$ cat config.mk
export PLATFORM = sky130hd
export DESIGN_NAME = spo_timer
export DESIGN_NICKNAME = d
export VERILOG_FILES = /design/src/spo_pkg.sv /design/src/spo_timer.sv
export SDC_FILE = /design/constraint.sdc
export NUM_CORES = 1
export LEC_CHECK = 0
export ABC_AREA = 1
export BUFFER_PORTS_ARGS = -buffer_cell sky130_fd_sc_hd__clkbuf_2
export CAP_MARGIN = 10
export CORE_MARGIN = 5
export CORE_UTILIZATION = 66
export DETAILED_ROUTE_END_ITERATION = 10
export GPL_TIMING_DRIVEN = 1
export MAX_ROUTING_LAYER = met4
export PLACE_DENSITY_LB_ADDON = 0.25
export RECOVER_POWER = 25
export SETUP_SLACK_MARGIN = 0.4
export SLEW_MARGIN = 10
export SYNTH_ARGS = -nofsm -noshare
export SYNTH_HDL_FRONTEND = slang
export SYNTH_SLANG_ARGS = --single-unit
$ cat constraint.sdc
create_clock -name ref_clk_i -period 6.1 [get_ports ref_clk_i]
set_clock_uncertainty 0.1 [all_clocks]
set_input_delay 0.915 -clock ref_clk_i [delete_from_list [all_inputs] [get_ports ref_clk_i]]
set_output_delay 0.915 -clock ref_clk_i [all_outputs]
set_load 0.02 [all_outputs]
$ cat src/spo_pkg.sv
/*
 * spo_pkg: register map, field positions, reset values and mode code
 * for the special pattern output timer block.
 * assumes: a 32-bit AHB-Lite register bus with one aligned word per register.
 */
package spo_pkg;
    // ------------------------------------------------------------
    // register byte offsets (low byte of haddr)
    // ------------------------------------------------------------
    localparam logic [7:0] ADDR_CTRL = 8'h00;   // timer_control_1 plus option bits
    localparam logic [7:0] ADDR_OUTCTL = 8'h04; // output_control_reg
    localparam logic [7:0] ADDR_ADCCTL = 8'h08; // option_reg_2 / option_reg_3
    localparam logic [7:0] ADDR_CMP0 = 8'h0c;   // compare_reg_0, next ones every 4 bytes
    localparam logic [7:0] ADDR_DT0 = 8'h24;    // dead_time_reg_0
    localparam logic [7:0] ADDR_DT1 = 8'h28;    // dead_time_reg_1
    localparam logic [7:0] ADDR_PATLO = 8'h2c;  // pattern_word_low
    localparam logic [7:0] ADDR_PATHI = 8'h30;  // pattern_word_high
    localparam logic [7:0] ADDR_STAT = 8'h34;   // status, flag is write-one-to-clear
    localparam logic [7:0] ADDR_STEP = 8'h04;   // spacing of compare registers
    // ------------------------------------------------------------
    // control word fields
    // ------------------------------------------------------------
    localparam int CTRL_RUN = 0;      // counter run bit
    localparam int CTRL_MODE_LSB = 1; // timer_mode_field, 4 bits
    localparam int CTRL_DTE = 8;      // dead_time_enable
    localparam int CTRL_EIE = 9;      // error_irq_enable
    localparam int CTRL_PIE = 10;     // peak_irq_enable
    localparam int CTRL_RFI = 11;     // reload_follows_irq
    localparam int CTRL_RTE = 12;     // reload_timing_enable
    localparam int CTRL_THIN_LSB = 16; // irq_thin_count, 5 bits
    // ------------------------------------------------------------
    // a/d trigger control fields (trigger 1 sits ADC1_OFS higher)
    // ------------------------------------------------------------
    localparam int ADC_PEAK = 0;      // peak source enable
    localparam int ADC_CMP4 = 1;      // compare 4 source enable
    localparam int ADC_CMP5 = 2;      // adc0/1_cmp5_source_enable
    localparam int ADC_THIN_LSB = 4;  // adc0/1_thin_select, 2 bits
    localparam int ADC1_OFS = 8;
    // ------------------------------------------------------------
    // status fields, mode code, reset values
    // ------------------------------------------------------------
    localparam int STAT_FLAG = 16;    // simultaneous_active_flag
    localparam int STAT_PIN_LSB = 24; // pin active states, before output enable and level select
    localparam logic [3:0] MODE_SPO = 4'hc;
    localparam logic [15:0] RST_CMP = 16'hffff;
    localparam logic [15:0] RST_ZERO = 16'h0000;
    localparam logic [31:0] RST_CTRL = 32'h0000_0000;
endpackage : spo_pkg

$ cat src/spo_timer.sv
/*
 * spo_timer: special pattern output mode of a motor-control timer, with an
 * AHB-Lite register slave, buffered reload, dead time, a/d triggers.
 * assumes: single clock ref_clk_i, hready_i tied to hreadyout_o of this slave,
 * the a/d converter and gate drivers sample the outputs on the same clock.
 */
`timescale 1ns/1ps
// Function
// - 16-bit sawtooth counter drives pins on compares
// - one nibble per pin, low then high word
// - mode active only for code 1100
// - compares 1 to 5 never clear counter
// - compare 0 match wraps counter to zero
// - compares 1 to 5 act on step to +1
// - settings buffered, reload armed by compare 1 write
// - one compare interrupt per compare 0 to 5
// - gated peak interrupt at compare 0, no trough
// - peak interrupt thinned by 5-bit count
// - trigger, event, overflow, trough, warning unused
// - error interrupt on simultaneous active, when enabled
// - per-pin level select and output enable
// - reload may follow thinned interrupt, needs enable
// - a/d triggers from compare 5, 4, peak
// - a/d triggers thinned 1 in 1,2,4,8
// - compare 0 cycle, 1-3 duty, pattern levels
// - dead time is count times clock period
// - dead time 0 after negative pin falls
// - dead time 1 after positive pin falls
// - positive pin wins simultaneous rise
// - dead time only when enabled
// - partner pin held inactive while one active
// - dead-time mode gives one-clock error pulse, flag
module spo_timer #(
    parameter int CNT_W = 16 // counter and compare width
) (
    input wire logic ref_clk_i,
    input wire logic resetn_i,
    input wire logic hsel_i,
    input wire logic [31:0] haddr_i,
    input wire logic [1:0] htrans_i,
    input wire logic hwrite_i,
    input wire logic [2:0] hsize_i,
    input wire logic [31:0] hwdata_i,
    input wire logic hready_i,
    output logic [31:0] hrdata_o,
    output logic hreadyout_o,
    output logic hresp_o,
    output logic [7:0] out_pin_o,             // out_pin_0 .. out_pin_7
    output logic [5:0] compare_match_irq_o,   // one-clock pulses
    output logic peak_irq_o,
    output logic error_irq_o,
    output logic adc_trigger_0_o,
    output logic adc_trigger_1_o
);
    // external trigger / event inputs and overflow, trough, warning irqs have no port here

    if (CNT_W < 2 || CNT_W > 16) begin : g_chk
        $error("spo_timer: CNT_W must lie in 2..16");
    end

    // ------------------------------------------------------------
    // bus slave: address phase capture
    // ------------------------------------------------------------
    logic acc_w;          // valid transfer seen this cycle
    logic map_w;          // upper address bits are zero
    logic wr_pend_q;      // write data phase pending
    logic rd_pend_q;      // read wait state pending
    logic [7:0] addr_q;   // captured low address byte
    logic hready_q;
    logic [31:0] rdata_q;
    logic [31:0] rd_mux;

    assign acc_w = hsel_i && hready_i && htrans_i[1];
    assign map_w = (haddr_i[31:8] == 24'h000000);

    // writes finish with no wait; reads take one wait state so that a read
    // right after a write sees the written value
    always_ff @(posedge ref_clk_i or negedge resetn_i) begin
        if (!resetn_i) begin
            wr_pend_q <= 1'b0;
            rd_pend_q <= 1'b0;
            addr_q <= 8'h00;
            hready_q <= 1'b1;
            rdata_q <= 32'h0000_0000;
        end else begin
            wr_pend_q <= acc_w && hwrite_i && map_w && (hsize_i == 3'b010);
            rd_pend_q <= acc_w && !hwrite_i;
            if (acc_w) begin
                addr_q <= map_w ? haddr_i[7:0] : 8'hff;
            end
            hready_q <= !(acc_w && !hwrite_i);
            if (rd_pend_q) begin
                rdata_q <= rd_mux;
            end
        end
    end

    assign hrdata_o = rdata_q;
    assign hreadyout_o = hready_q;
    assign hresp_o = 1'b0; // always OKAY

    // ------------------------------------------------------------
    // register storage (shadow side written by software)
    // ------------------------------------------------------------
    logic [31:0] ctrl_q;
    logic [15:0] outctl_q;              // [7:0] pin_level_select, [15:8] pin_output_enable
    logic [15:0] adcctl_q;
    logic [CNT_W-1:0] cmp_s_q [6];      // compare shadows
    logic [CNT_W-1:0] cmp_b_q [6];      // compare buffers used by logic
    logic [CNT_W-1:0] dt_s_q [2];
    logic [CNT_W-1:0] dt_b_q [2];
    logic [31:0] pat_s_q;               // {pattern_word_high, pattern_word_low}
    logic [31:0] pat_b_q;
    logic flag_q;                       // simultaneous_active_flag
    logic pend_q;                       // reload armed by compare 1 write
    logic [5:0] wr_cmp;
    logic [CNT_W-1:0] cnt_q;
    logic [7:0] pin_act;

    genvar gk;
    for (gk = 0; gk < 6; gk++) begin : g_wdec
        assign wr_cmp[gk] = wr_pend_q && (addr_q == ADDR_CMP0_K(gk));
    end

    function automatic logic [7:0] ADDR_CMP0_K(input int k);
        ADDR_CMP0_K = spo_pkg::ADDR_CMP0 + 8'(k) * spo_pkg::ADDR_STEP;
    endfunction : ADDR_CMP0_K

    // read mux; unmapped addresses read zero
    always_comb begin
        rd_mux = 32'h0000_0000;
        for (int k = 0; k < 6; k++) begin
            if (addr_q == ADDR_CMP0_K(k)) begin
                rd_mux = 32'(cmp_s_q[k]);
            end
        end
        case (addr_q)
            spo_pkg::ADDR_CTRL: rd_mux = ctrl_q;
            spo_pkg::ADDR_OUTCTL: rd_mux = {16'h0000, outctl_q};
            spo_pkg::ADDR_ADCCTL: rd_mux = {16'h0000, adcctl_q};
            spo_pkg::ADDR_DT0: rd_mux = 32'(dt_s_q[0]);
            spo_pkg::ADDR_DT1: rd_mux = 32'(dt_s_q[1]);
            spo_pkg::ADDR_PATLO: rd_mux = {16'h0000, pat_s_q[15:0]};
            spo_pkg::ADDR_PATHI: rd_mux = {16'h0000, pat_s_q[31:16]};
            spo_pkg::ADDR_STAT: rd_mux = {pin_act, 7'h00, flag_q, 16'(cnt_q)};
            default: ;
        endcase
    end

    // control fields
    logic running;
    logic dte;
    logic eie;
    logic [4:0] thin_lim;
    assign running = ctrl_q[spo_pkg::CTRL_RUN] &&
                     (ctrl_q[spo_pkg::CTRL_MODE_LSB +: 4] == spo_pkg::MODE_SPO);
    assign dte = ctrl_q[spo_pkg::CTRL_DTE];
    assign eie = ctrl_q[spo_pkg::CTRL_EIE];
    assign thin_lim = ctrl_q[spo_pkg::CTRL_THIN_LSB +: 5];

    // ------------------------------------------------------------
    // counter and compare matches
    // ------------------------------------------------------------
    logic wrap;
    logic [5:0] match;
    logic [CNT_W-1:0] cnt_d;
    assign wrap = (cnt_q == cmp_b_q[0]);
    assign match[0] = running && wrap;
    for (gk = 1; gk < 6; gk++) begin : g_match
        // fires on the step from the compare value to value+1
        assign match[gk] = running && !wrap && (cnt_q == cmp_b_q[gk]);
    end
    // only compare 0 wraps; other matches leave the count running
    assign cnt_d = !running ? '0 : (wrap ? '0 : cnt_q + 1'b1);

    always_ff @(posedge ref_clk_i or negedge resetn_i) begin
        if (!resetn_i) begin
            cnt_q <= '0;
        end else begin
            cnt_q <= cnt_d;
        end
    end

    // ------------------------------------------------------------
    // peak thinning and reload timing
    // ------------------------------------------------------------
    logic [4:0] pthin_q;
    logic peak_pass;
    logic reload_tick;
    logic load_now;
    assign peak_pass = match[0] && (pthin_q == 5'h00); // one peak in thin_lim+1
    assign reload_tick = match[0] && ctrl_q[spo_pkg::CTRL_RTE] &&
                         (!ctrl_q[spo_pkg::CTRL_RFI] || peak_pass);
    // while stopped, buffers track shadows so the first cycle uses fresh values
    assign load_now = !running || (reload_tick && pend_q);

    always_ff @(posedge ref_clk_i or negedge resetn_i) begin
        if (!resetn_i) begin
            pthin_q <= 5'h00;
        end else if (!running) begin
            pthin_q <= 5'h00;
        end else if (match[0]) begin
            pthin_q <= (pthin_q >= thin_lim) ? 5'h00 : pthin_q + 5'h01;
        end
    end

    // ------------------------------------------------------------
    // software writes and buffered reload
    // ------------------------------------------------------------
    always_ff @(posedge ref_clk_i or negedge resetn_i) begin
        if (!resetn_i) begin
            ctrl_q <= spo_pkg::RST_CTRL;
            outctl_q <= spo_pkg::RST_ZERO;
            adcctl_q <= spo_pkg::RST_ZERO;
            pat_s_q <= {spo_pkg::RST_ZERO, spo_pkg::RST_ZERO};
            pat_b_q <= {spo_pkg::RST_ZERO, spo_pkg::RST_ZERO};
            pend_q <= 1'b0;
            for (int k = 0; k < 6; k++) begin
                cmp_s_q[k] <= spo_pkg::RST_CMP[CNT_W-1:0];
                cmp_b_q[k] <= spo_pkg::RST_CMP[CNT_W-1:0];
            end
            for (int k = 0; k < 2; k++) begin
                dt_s_q[k] <= spo_pkg::RST_ZERO[CNT_W-1:0];
                dt_b_q[k] <= spo_pkg::RST_ZERO[CNT_W-1:0];
            end
        end else begin
            if (wr_pend_q) begin
                case (addr_q)
                    spo_pkg::ADDR_CTRL: ctrl_q <= hwdata_i;
                    spo_pkg::ADDR_OUTCTL: outctl_q <= hwdata_i[15:0];
                    spo_pkg::ADDR_ADCCTL: adcctl_q <= hwdata_i[15:0];
                    spo_pkg::ADDR_DT0: dt_s_q[0] <= hwdata_i[CNT_W-1:0];
                    spo_pkg::ADDR_DT1: dt_s_q[1] <= hwdata_i[CNT_W-1:0];
                    spo_pkg::ADDR_PATLO: pat_s_q[15:0] <= hwdata_i[15:0];
                    spo_pkg::ADDR_PATHI: pat_s_q[31:16] <= hwdata_i[15:0];
                    default: ;
                endcase
            end
            for (int k = 0; k < 6; k++) begin
                if (wr_cmp[k]) begin
                    cmp_s_q[k] <= hwdata_i[CNT_W-1:0];
                end
            end
            // a compare 1 write arms reload; arming wins over consuming
            pend_q <= wr_cmp[1] || (pend_q && !(reload_tick && running));
            // buffers copy whole shadows at once, so a cycle never mixes settings
            if (load_now) begin
                pat_b_q <= pat_s_q;
                for (int k = 0; k < 6; k++) begin
                    cmp_b_q[k] <= cmp_s_q[k];
                end
                for (int k = 0; k < 2; k++) begin
                    dt_b_q[k] <= dt_s_q[k];
                end
            end
        end
    end

    // ------------------------------------------------------------
    // pattern requests: pin p takes nibble p, bit k after match k
    // ------------------------------------------------------------
    logic [7:0] raw_q;
    logic [7:0] raw_d;
    always_comb begin
        raw_d = raw_q;
        for (int k = 0; k < 4; k++) begin
            for (int p = 0; p < 8; p++) begin
                if (match[k]) begin
                    raw_d[p] = pat_b_q[p*4 + k];
                end
            end
        end
        if (!running) begin
            raw_d = 8'h00;
        end
    end

    always_ff @(posedge ref_clk_i or negedge resetn_i) begin
        if (!resetn_i) begin
            raw_q <= 8'h00;
        end else begin
            raw_q <= raw_d;
        end
    end

    // ------------------------------------------------------------
    // complementary pairs 1/2, 3/4, 5/6 with dead time and priority
    // ------------------------------------------------------------
    logic [2:0] sim_new; // both set conditions appear this cycle
    logic [2:0] sim_lvl; // both requests stand together
    assign pin_act[0] = raw_q[0]; // edge pins have no dead time
    assign pin_act[7] = raw_q[7];

    for (gk = 0; gk < 3; gk++) begin : g_pair
        localparam int PP = 2*gk + 1; // positive phase pin
        localparam int NP = 2*gk + 2; // negative phase pin
        logic pos_q;
        logic neg_q;
        logic pos_d;
        logic neg_d;
        logic busy;
        logic [CNT_W-1:0] dt_q;
        logic [CNT_W-1:0] dt_d;
        // a delay of D holds the partner off for D clocks
        assign busy = dte && (dt_q > 1);
        // an active pin holds its partner off; positive wins a tie
        assign pos_d = pos_q ? raw_q[PP] : (!neg_q && !busy && raw_q[PP]);
        assign neg_d = neg_q ? raw_q[NP] : (!pos_q && !busy && raw_q[NP] && !raw_q[PP]);
        assign dt_d = (pos_q && !pos_d) ? dt_b_q[1] :
                      (neg_q && !neg_d) ? dt_b_q[0] :
                      ((dt_q != '0) ? dt_q - 1'b1 : dt_q);
        assign sim_new[gk] = raw_d[PP] && raw_d[NP] && !(raw_q[PP] && raw_q[NP]);
        assign sim_lvl[gk] = raw_q[PP] && raw_q[NP];
        assign pin_act[PP] = pos_q;
        assign pin_act[NP] = neg_q;

        always_ff @(posedge ref_clk_i or negedge resetn_i) begin
            if (!resetn_i) begin
                pos_q <= 1'b0;
                neg_q <= 1'b0;
                dt_q <= '0;
            end else begin
                pos_q <= pos_d;
                neg_q <= neg_d;
                dt_q <= dt_d;
            end
        end

        excl_pair_a: assert property (@(posedge ref_clk_i) disable iff (!resetn_i)
            !(pos_q && neg_q)) else $error("both phases of a pair active");
        dead_gap_a: assert property (@(posedge ref_clk_i) disable iff (!resetn_i)
            $fell(pos_q) && dte && dt_q > 1 |-> !neg_q ##1 !neg_q) else $error("dead time violated");
        pos_wins_a: assert property (@(posedge ref_clk_i) disable iff (!resetn_i)
            !pos_q && !neg_q && !busy && raw_q[PP] && raw_q[NP] |=> pos_q && !neg_q)
            else $error("positive phase lost simultaneous rise");
    end

    // ------------------------------------------------------------
    // outputs: interrupts, error detection, pins
    // ------------------------------------------------------------
    logic [5:0] cmp_irq_q;
    logic peak_q;
    logic err_q;
    logic err_d;
    logic [7:0] pin_q;
    logic [7:0] pin_d;
    // with dead time: one-clock pulse at the set; without: level while both stand
    assign err_d = eie && (dte ? |sim_new : |sim_lvl);
    // disabled pins sit at the inactive level
    assign pin_d = (pin_act & outctl_q[15:8]) ^ outctl_q[7:0];

    always_ff @(posedge ref_clk_i or negedge resetn_i) begin
        if (!resetn_i) begin
            cmp_irq_q <= 6'h00;
            peak_q <= 1'b0;
            err_q <= 1'b0;
            flag_q <= 1'b0;
            pin_q <= 8'h00;
        end else begin
            cmp_irq_q <= match;
            peak_q <= peak_pass && ctrl_q[spo_pkg::CTRL_PIE];
            err_q <= err_d;
            // a new detection wins over a software clear
            flag_q <= (dte ? |sim_new : |sim_lvl) ||
                      (flag_q && !(wr_pend_q && addr_q == spo_pkg::ADDR_STAT &&
                                   hwdata_i[spo_pkg::STAT_FLAG]));
            pin_q <= pin_d;
        end
    end

    assign compare_match_irq_o = cmp_irq_q;
    assign peak_irq_o = peak_q;
    assign error_irq_o = err_q;
    assign out_pin_o = pin_q;

    // ------------------------------------------------------------
    // a/d triggers with thinning
    // ------------------------------------------------------------
    logic [1:0] adc_q;
    for (gk = 0; gk < 2; gk++) begin : g_adc
        logic [7:0] fld;
        logic ev;
        logic [2:0] lim;
        logic [2:0] tc_q;
        assign fld = adcctl_q[gk*spo_pkg::ADC1_OFS +: 8];
        assign ev = (fld[spo_pkg::ADC_PEAK] && peak_pass) ||
                    (fld[spo_pkg::ADC_CMP4] && match[4]) ||
                    (fld[spo_pkg::ADC_CMP5] && match[5]);
        // select 0..3 passes one event in 1, 2, 4 or 8
        assign lim = 3'((4'h1 << fld[spo_pkg::ADC_THIN_LSB +: 2]) - 4'h1);

        always_ff @(posedge ref_clk_i or negedge resetn_i) begin
            if (!resetn_i) begin
                tc_q <= 3'h0;
                adc_q[gk] <= 1'b0;
            end else begin
                adc_q[gk] <= ev && (tc_q == 3'h0);
                if (!running) begin
                    tc_q <= 3'h0;
                end else if (ev) begin
                    tc_q <= (tc_q >= lim) ? 3'h0 : tc_q + 3'h1;
                end
            end
        end
    end
    assign adc_trigger_0_o = adc_q[0];
    assign adc_trigger_1_o = adc_q[1];

    // ------------------------------------------------------------
    // checks on the timer core
    // ------------------------------------------------------------
    wrap_zero_a: assert property (@(posedge ref_clk_i) disable iff (!resetn_i)
        match[0] && running |=> cnt_q == '0) else $error("counter did not wrap at compare 0");
    keep_count_a: assert property (@(posedge ref_clk_i) disable iff (!resetn_i)
        (|match[5:1]) && running |=> cnt_q == $past(cnt_q) + 1'b1) else $error("counter cleared by compare");
    mode_stop_a: assert property (@(posedge ref_clk_i) disable iff (!resetn_i)
        !running |=> cnt_q == '0 && raw_q == 8'h00) else $error("counter ran outside mode");
    pat_level_a: assert property (@(posedge ref_clk_i) disable iff (!resetn_i)
        match[2] && running |=> raw_q[5] == $past(pat_b_q[22])) else $error("pin 5 missed pattern bit");
    peak_gate_a: assert property (@(posedge ref_clk_i) disable iff (!resetn_i)
        peak_irq_o |-> $past(match[0]) && $past(ctrl_q[spo_pkg::CTRL_PIE])) else $error("peak irq without cause");
    err_pulse_a: assert property (@(posedge ref_clk_i) disable iff (!resetn_i)
        error_irq_o && $past(dte) |-> flag_q && $past(eie)) else $error("error pulse without flag or enable");
    reload_hold_a: assert property (@(posedge ref_clk_i) disable iff (!resetn_i)
        running && !(reload_tick && pend_q) |=> cmp_b_q[1] == $past(cmp_b_q[1]))
        else $error("buffer changed outside reload");
    pin_off_a: assert property (@(posedge ref_clk_i) disable iff (!resetn_i)
        !outctl_q[8] |=> out_pin_o[0] == $past(outctl_q[0])) else $error("disabled pin not inactive");

    cov_reload_c: cover property (@(posedge ref_clk_i) disable iff (!resetn_i) reload_tick && pend_q);
    cov_err_c: cover property (@(posedge ref_clk_i) disable iff (!resetn_i) error_irq_o && dte);
    cov_adc_c: cover property (@(posedge ref_clk_i) disable iff (!resetn_i) adc_trigger_1_o && match[5]);
endmodule : spo_timer

==> results by group <==
Clock tree
  – Cts hold-fix bufs: 0
  – Setup repair bufs after CTS: 0
  – Clock latency on the worst-skew pair: 620 ps
  – Cts bufs inserted: 54
  – H-tree Lvls: 2
  – Clock Sinks: between 500 and 600
  – CTS max path bufs: 3
  – TritonCTS clock tree: built
  – Clock root cell: clkbuf_16
  – Post-cts resize count: 0
  – CTS clk-pin slew, worst paths: 60 ps

Place
  – Placed Cells: approximately 3.4k
  – GP Congestion: between 0.9 and 1
  – Dpl hpwl: 51.7 mm
  – IO buf count: approximately 120
  – Worst slack at placement: about 2200 ps
  – DP Area: 26200 um2

Floorplan
  – Core area: roughly 38000 um2
  – Initial Util: between 60% and 70%
  – Io pins: about 130
  – Rows: a little over 70
  – Chip height: slightly above 200 um
  – Chip width: between 200 and 250 um
  – Die ar.: 42700 um2

Finish
  – Nets: just over 3k
  – Most common cell after layout, fill and taps aside: nand2_1
  – Non-filler cells in the finished layout: between 3k and 4k
  – Fillers: between 2k and 3k
  – P&R area growth vs syn: 10.1%
  – Fin area: between 20000 and 30000 um2
  – Layout Utilization: around 73%
  – Fraction of layout cells with a size suffix above 1: a little under a fifth
  – Most frequent cells in the layout: nand2_1, o21ai_0, dfrtp_1

Route
  – M1 wire length: roughly 28 mm
  – Vias after detailed routing: 21.4k
  – Metal3 WL: about 7.2 mm
  – Routed length on met2: around 36 mm
  – Wirelength per Cell: 21.8 um
  – DRT iter0 DRCs: roughly 2.5k
  – Routed Antenna Nets: 0
  – Final WL: around 76 mm
  – DR top layer: met4
  – Remaining routing DRC violations: 0
  – DR vias/cell: a little over 6
  – Drt pass-1 iters: 6

Setup path
  – CP bufs+invs: 2
  – Crit. Startpoint: addr_q[0]$_DFFE_PN0P_
  – Crit path top cell by count: nand2_1
  – Flop-to-flop setup slack: between 2000 and 2500 ps
  – R2R Path Start: addr_q[0]$_DFFE_PN0P_
  – Worst path arrival time: between 4000 and 5000 ps
  – Worst setup EP type: register
  – Critical setup path kind: reg2reg
  – R2R cell count: 7
  – Crit-path max FO: 32
  – Critical Path End: pat_s_q[27]$_DFFE_PN0P_
  – CP max stage delay: a little over 900 ps
  – CP Launch Type: register
  – R2r endpoint: pat_s_q[27]$_DFFE_PN0P_
  – Worst path cell trace: inv_1, nand2_1, nor3_4, nand2_1, inv_1, nand2_1, o21ai_0
  – CP Depth: 7
  – Critical Path RT: ~6500 ps
  – CP top delay family: simple AND/OR/NAND/NOR gates
  – Max stage delay cell, worst path: nor3_4

GRT
  – Vias in the first global route: around 21k
  – First-pass GRT wire length: between 100 and 150 mm
  – All-Layer GR Usage: roughly 37%
  – Initial antenna violation count: 1
  – Total gr overflow: 0
  – Largest net degree at the start of global routing: 180

Power
  – Pwr per Cell Area: 259 nW/um2
  – Worst ir drop on vdd: between 0.0003 and 0.0004 V
  – P_leak: between 10 and 15 nW
  – Total Power: around 7.3 mW

Yosys
  – Post-Synthesis Cells: between 2k and 3k
  – Post-synthesis sequential area ratio: between 50% and 60%
  – Yosys warns: 0
  – Net Count, Synth: between 2k and 3k
  – Count of cell types in the netlist: 57
  – Post-synthesis async set-or-reset flop share: 100%
  – Main flop type after synthesis: dfrtp_1
  – EDFF count, synth: 0
  – Synthesized area: between 20000 and 30000 um2
  – Syn_area_per_cell: approximately 8.9 um2
  – Synth Register Bits: ~540

STA
  – Rel. slew slack: -85.9%
  – Worst Setup Slack, final: between 2000 and 2500 ps
  – Setup TNS after final layout: 0 ps
  – Worst-margin pin slew: roughly 2800 ps
  – RSZ-0062 raised after global routing: false
  – Final hold slack: about 380 ps
  – Final hold vios: 0
  – Post-route minimum period: around 4100 ps
  – Slew Limit Fails: 103
  – Fmax: between 200 and 250 MHz
  – Final setup violation count: 0
  – Fin crit share: roughly two thirds

Worst hold path
  – Hold Crit Class: reg2reg
  – Hold_sp: hrdata_o[24]$_DFFE_PN0P_
  – WHS Path Cells: 2

Status
  – Failing checks: max-capacitance violations, max-slew violations
  – Outcome: finished with violations

Flow run
  – MaxCap Viol Count: 1
[tightest hold or removal path, stage by stage, from the launching register on]
cell and delay, ps:
dfrtp_1 340, nand2_1 50, nand2_1 60
[kinds of logic (layout without fill, tap and decap cells)]
logic type,after synthesis,after routing,share of synthesized area [%]
buffers and inverters,407,511,7.08
AND/OR/NAND/NOR,1137,1137,18.5
AO/OA/AOI/OAI,621,621,14.0
adder cells (fa/ha/maj),24,24,1.18
multiplexers,77,77,3.40
XOR/XNOR,67,67,2.30
flip-flops,536,536,53.6
other,1,2,0.0147
[routing by layer]
metal  track usage [%]  vias to the layer above
li1                  -                     9623
met1              45.3                    10400
met2              58.0                     1110
met3              7.50                      290
met4              21.3                        0
met5                 -                        -
[final cells by class]
| type | count | area, um2 | area share, % |
|---|---|---|---|
| Inverter | 260 | 983 | 3.50 |
| Timing Repair Buffer | 150 | 868 | 3.09 |
| Antenna cell | 1 | 2.50 | 0.00892 |
| Clock inverter | 18 | 213 | 0.758 |
| Tap cell | 518 | 648 | 2.31 |
| Clock buffer | 83 | 1650 | 5.89 |
| Sequential cell | 536 | 13700 | 48.7 |
| Multi-Input combinational cell | 1927 | 10000 | 35.8 |
[registers in the layout, indices dropped and copies added, names as in the netlist, 3 cells and up]
| register | count |
|---|---|
| addr_q | 8 |
| ctrl_q | 32 |
| pat_b_q | 32 |
| raw_q | 8 |
| dt_s_q | 32 |
| g_pair.dt_q | 48 |
| g_adc.tc_q | 6 |
| pat_s_q | 32 |
| pthin_q | 5 |
| cmp_b_q | 96 |
| g_pair.pos_q | 3 |
| hrdata_o | 32 |
| out_pin_o | 8 |
| compare_match_irq_o | 6 |
| g_pair.neg_q | 3 |
| dt_b_q | 32 |
| adcctl_q | 16 |
| cnt_q | 16 |
| outctl_q | 16 |
| cmp_s_q | 96 |
[synth_stat cells (10+ instances only)]
cell / instances / area share (%)
a21oi_1: 101 / 2.0
a221oi_1: 28 / 0.96
a32o_1: 14 / 0.55
buf_2: 20 / 0.39
buf_4: 10 / 0.29
buf_6: 26 / 1.1
clkbuf_1: 88 / 1.3
dfrtp_1: 343 / 34
dfstp_2: 193 / 20
ha_1: 24 / 1.2
inv_1: 235 / 3.5
inv_2: 13 / 0.19
mux2_2: 77 / 3.4
nand2_1: 757 / 11
nand3_1: 75 / 1.5
nand4_1: 50 / 1.2
nor2_1: 176 / 2.6
nor3_1: 40 / 0.79
o211ai_1: 19 / 0.56
o21ai_0: 372 / 7.3
o21ai_1: 10 / 0.20
o22a_1: 11 / 0.38
xnor2_1: 32 / 1.1
xor2_1: 35 / 1.2
[how the worst min path moves through the flow]
| stage | end | slack [ps] |
|---|---|---|
| 2_1_floorplan | ctrl_q[10]$_DFFE_PN0P_ | 350 |
| 5_1_grt | rd_pend_q$_DFF_PN0_ | 390 |
| 3_3_place_gp | hrdata_o[13]$_DFFE_PN0P_ | 370 |
| 3_5_place_dp | hrdata_o[25]$_DFFE_PN0P_ | 370 |
| 4_1_cts | g_pair[2].dt_q[12]$_DFFE_PN0P_ | 290 |
| 6_report | hrdata_o[24]$_DFFE_PN0P_ | 380 |
[power breakdown]
part	total (mW)	internal, mW	switching, mW
clock	3.46	2.03	1.42
combinational	0.212	0.0515	0.161
sequential	3.61	3.59	0.0217
Power figures use the tool's default switching activity.
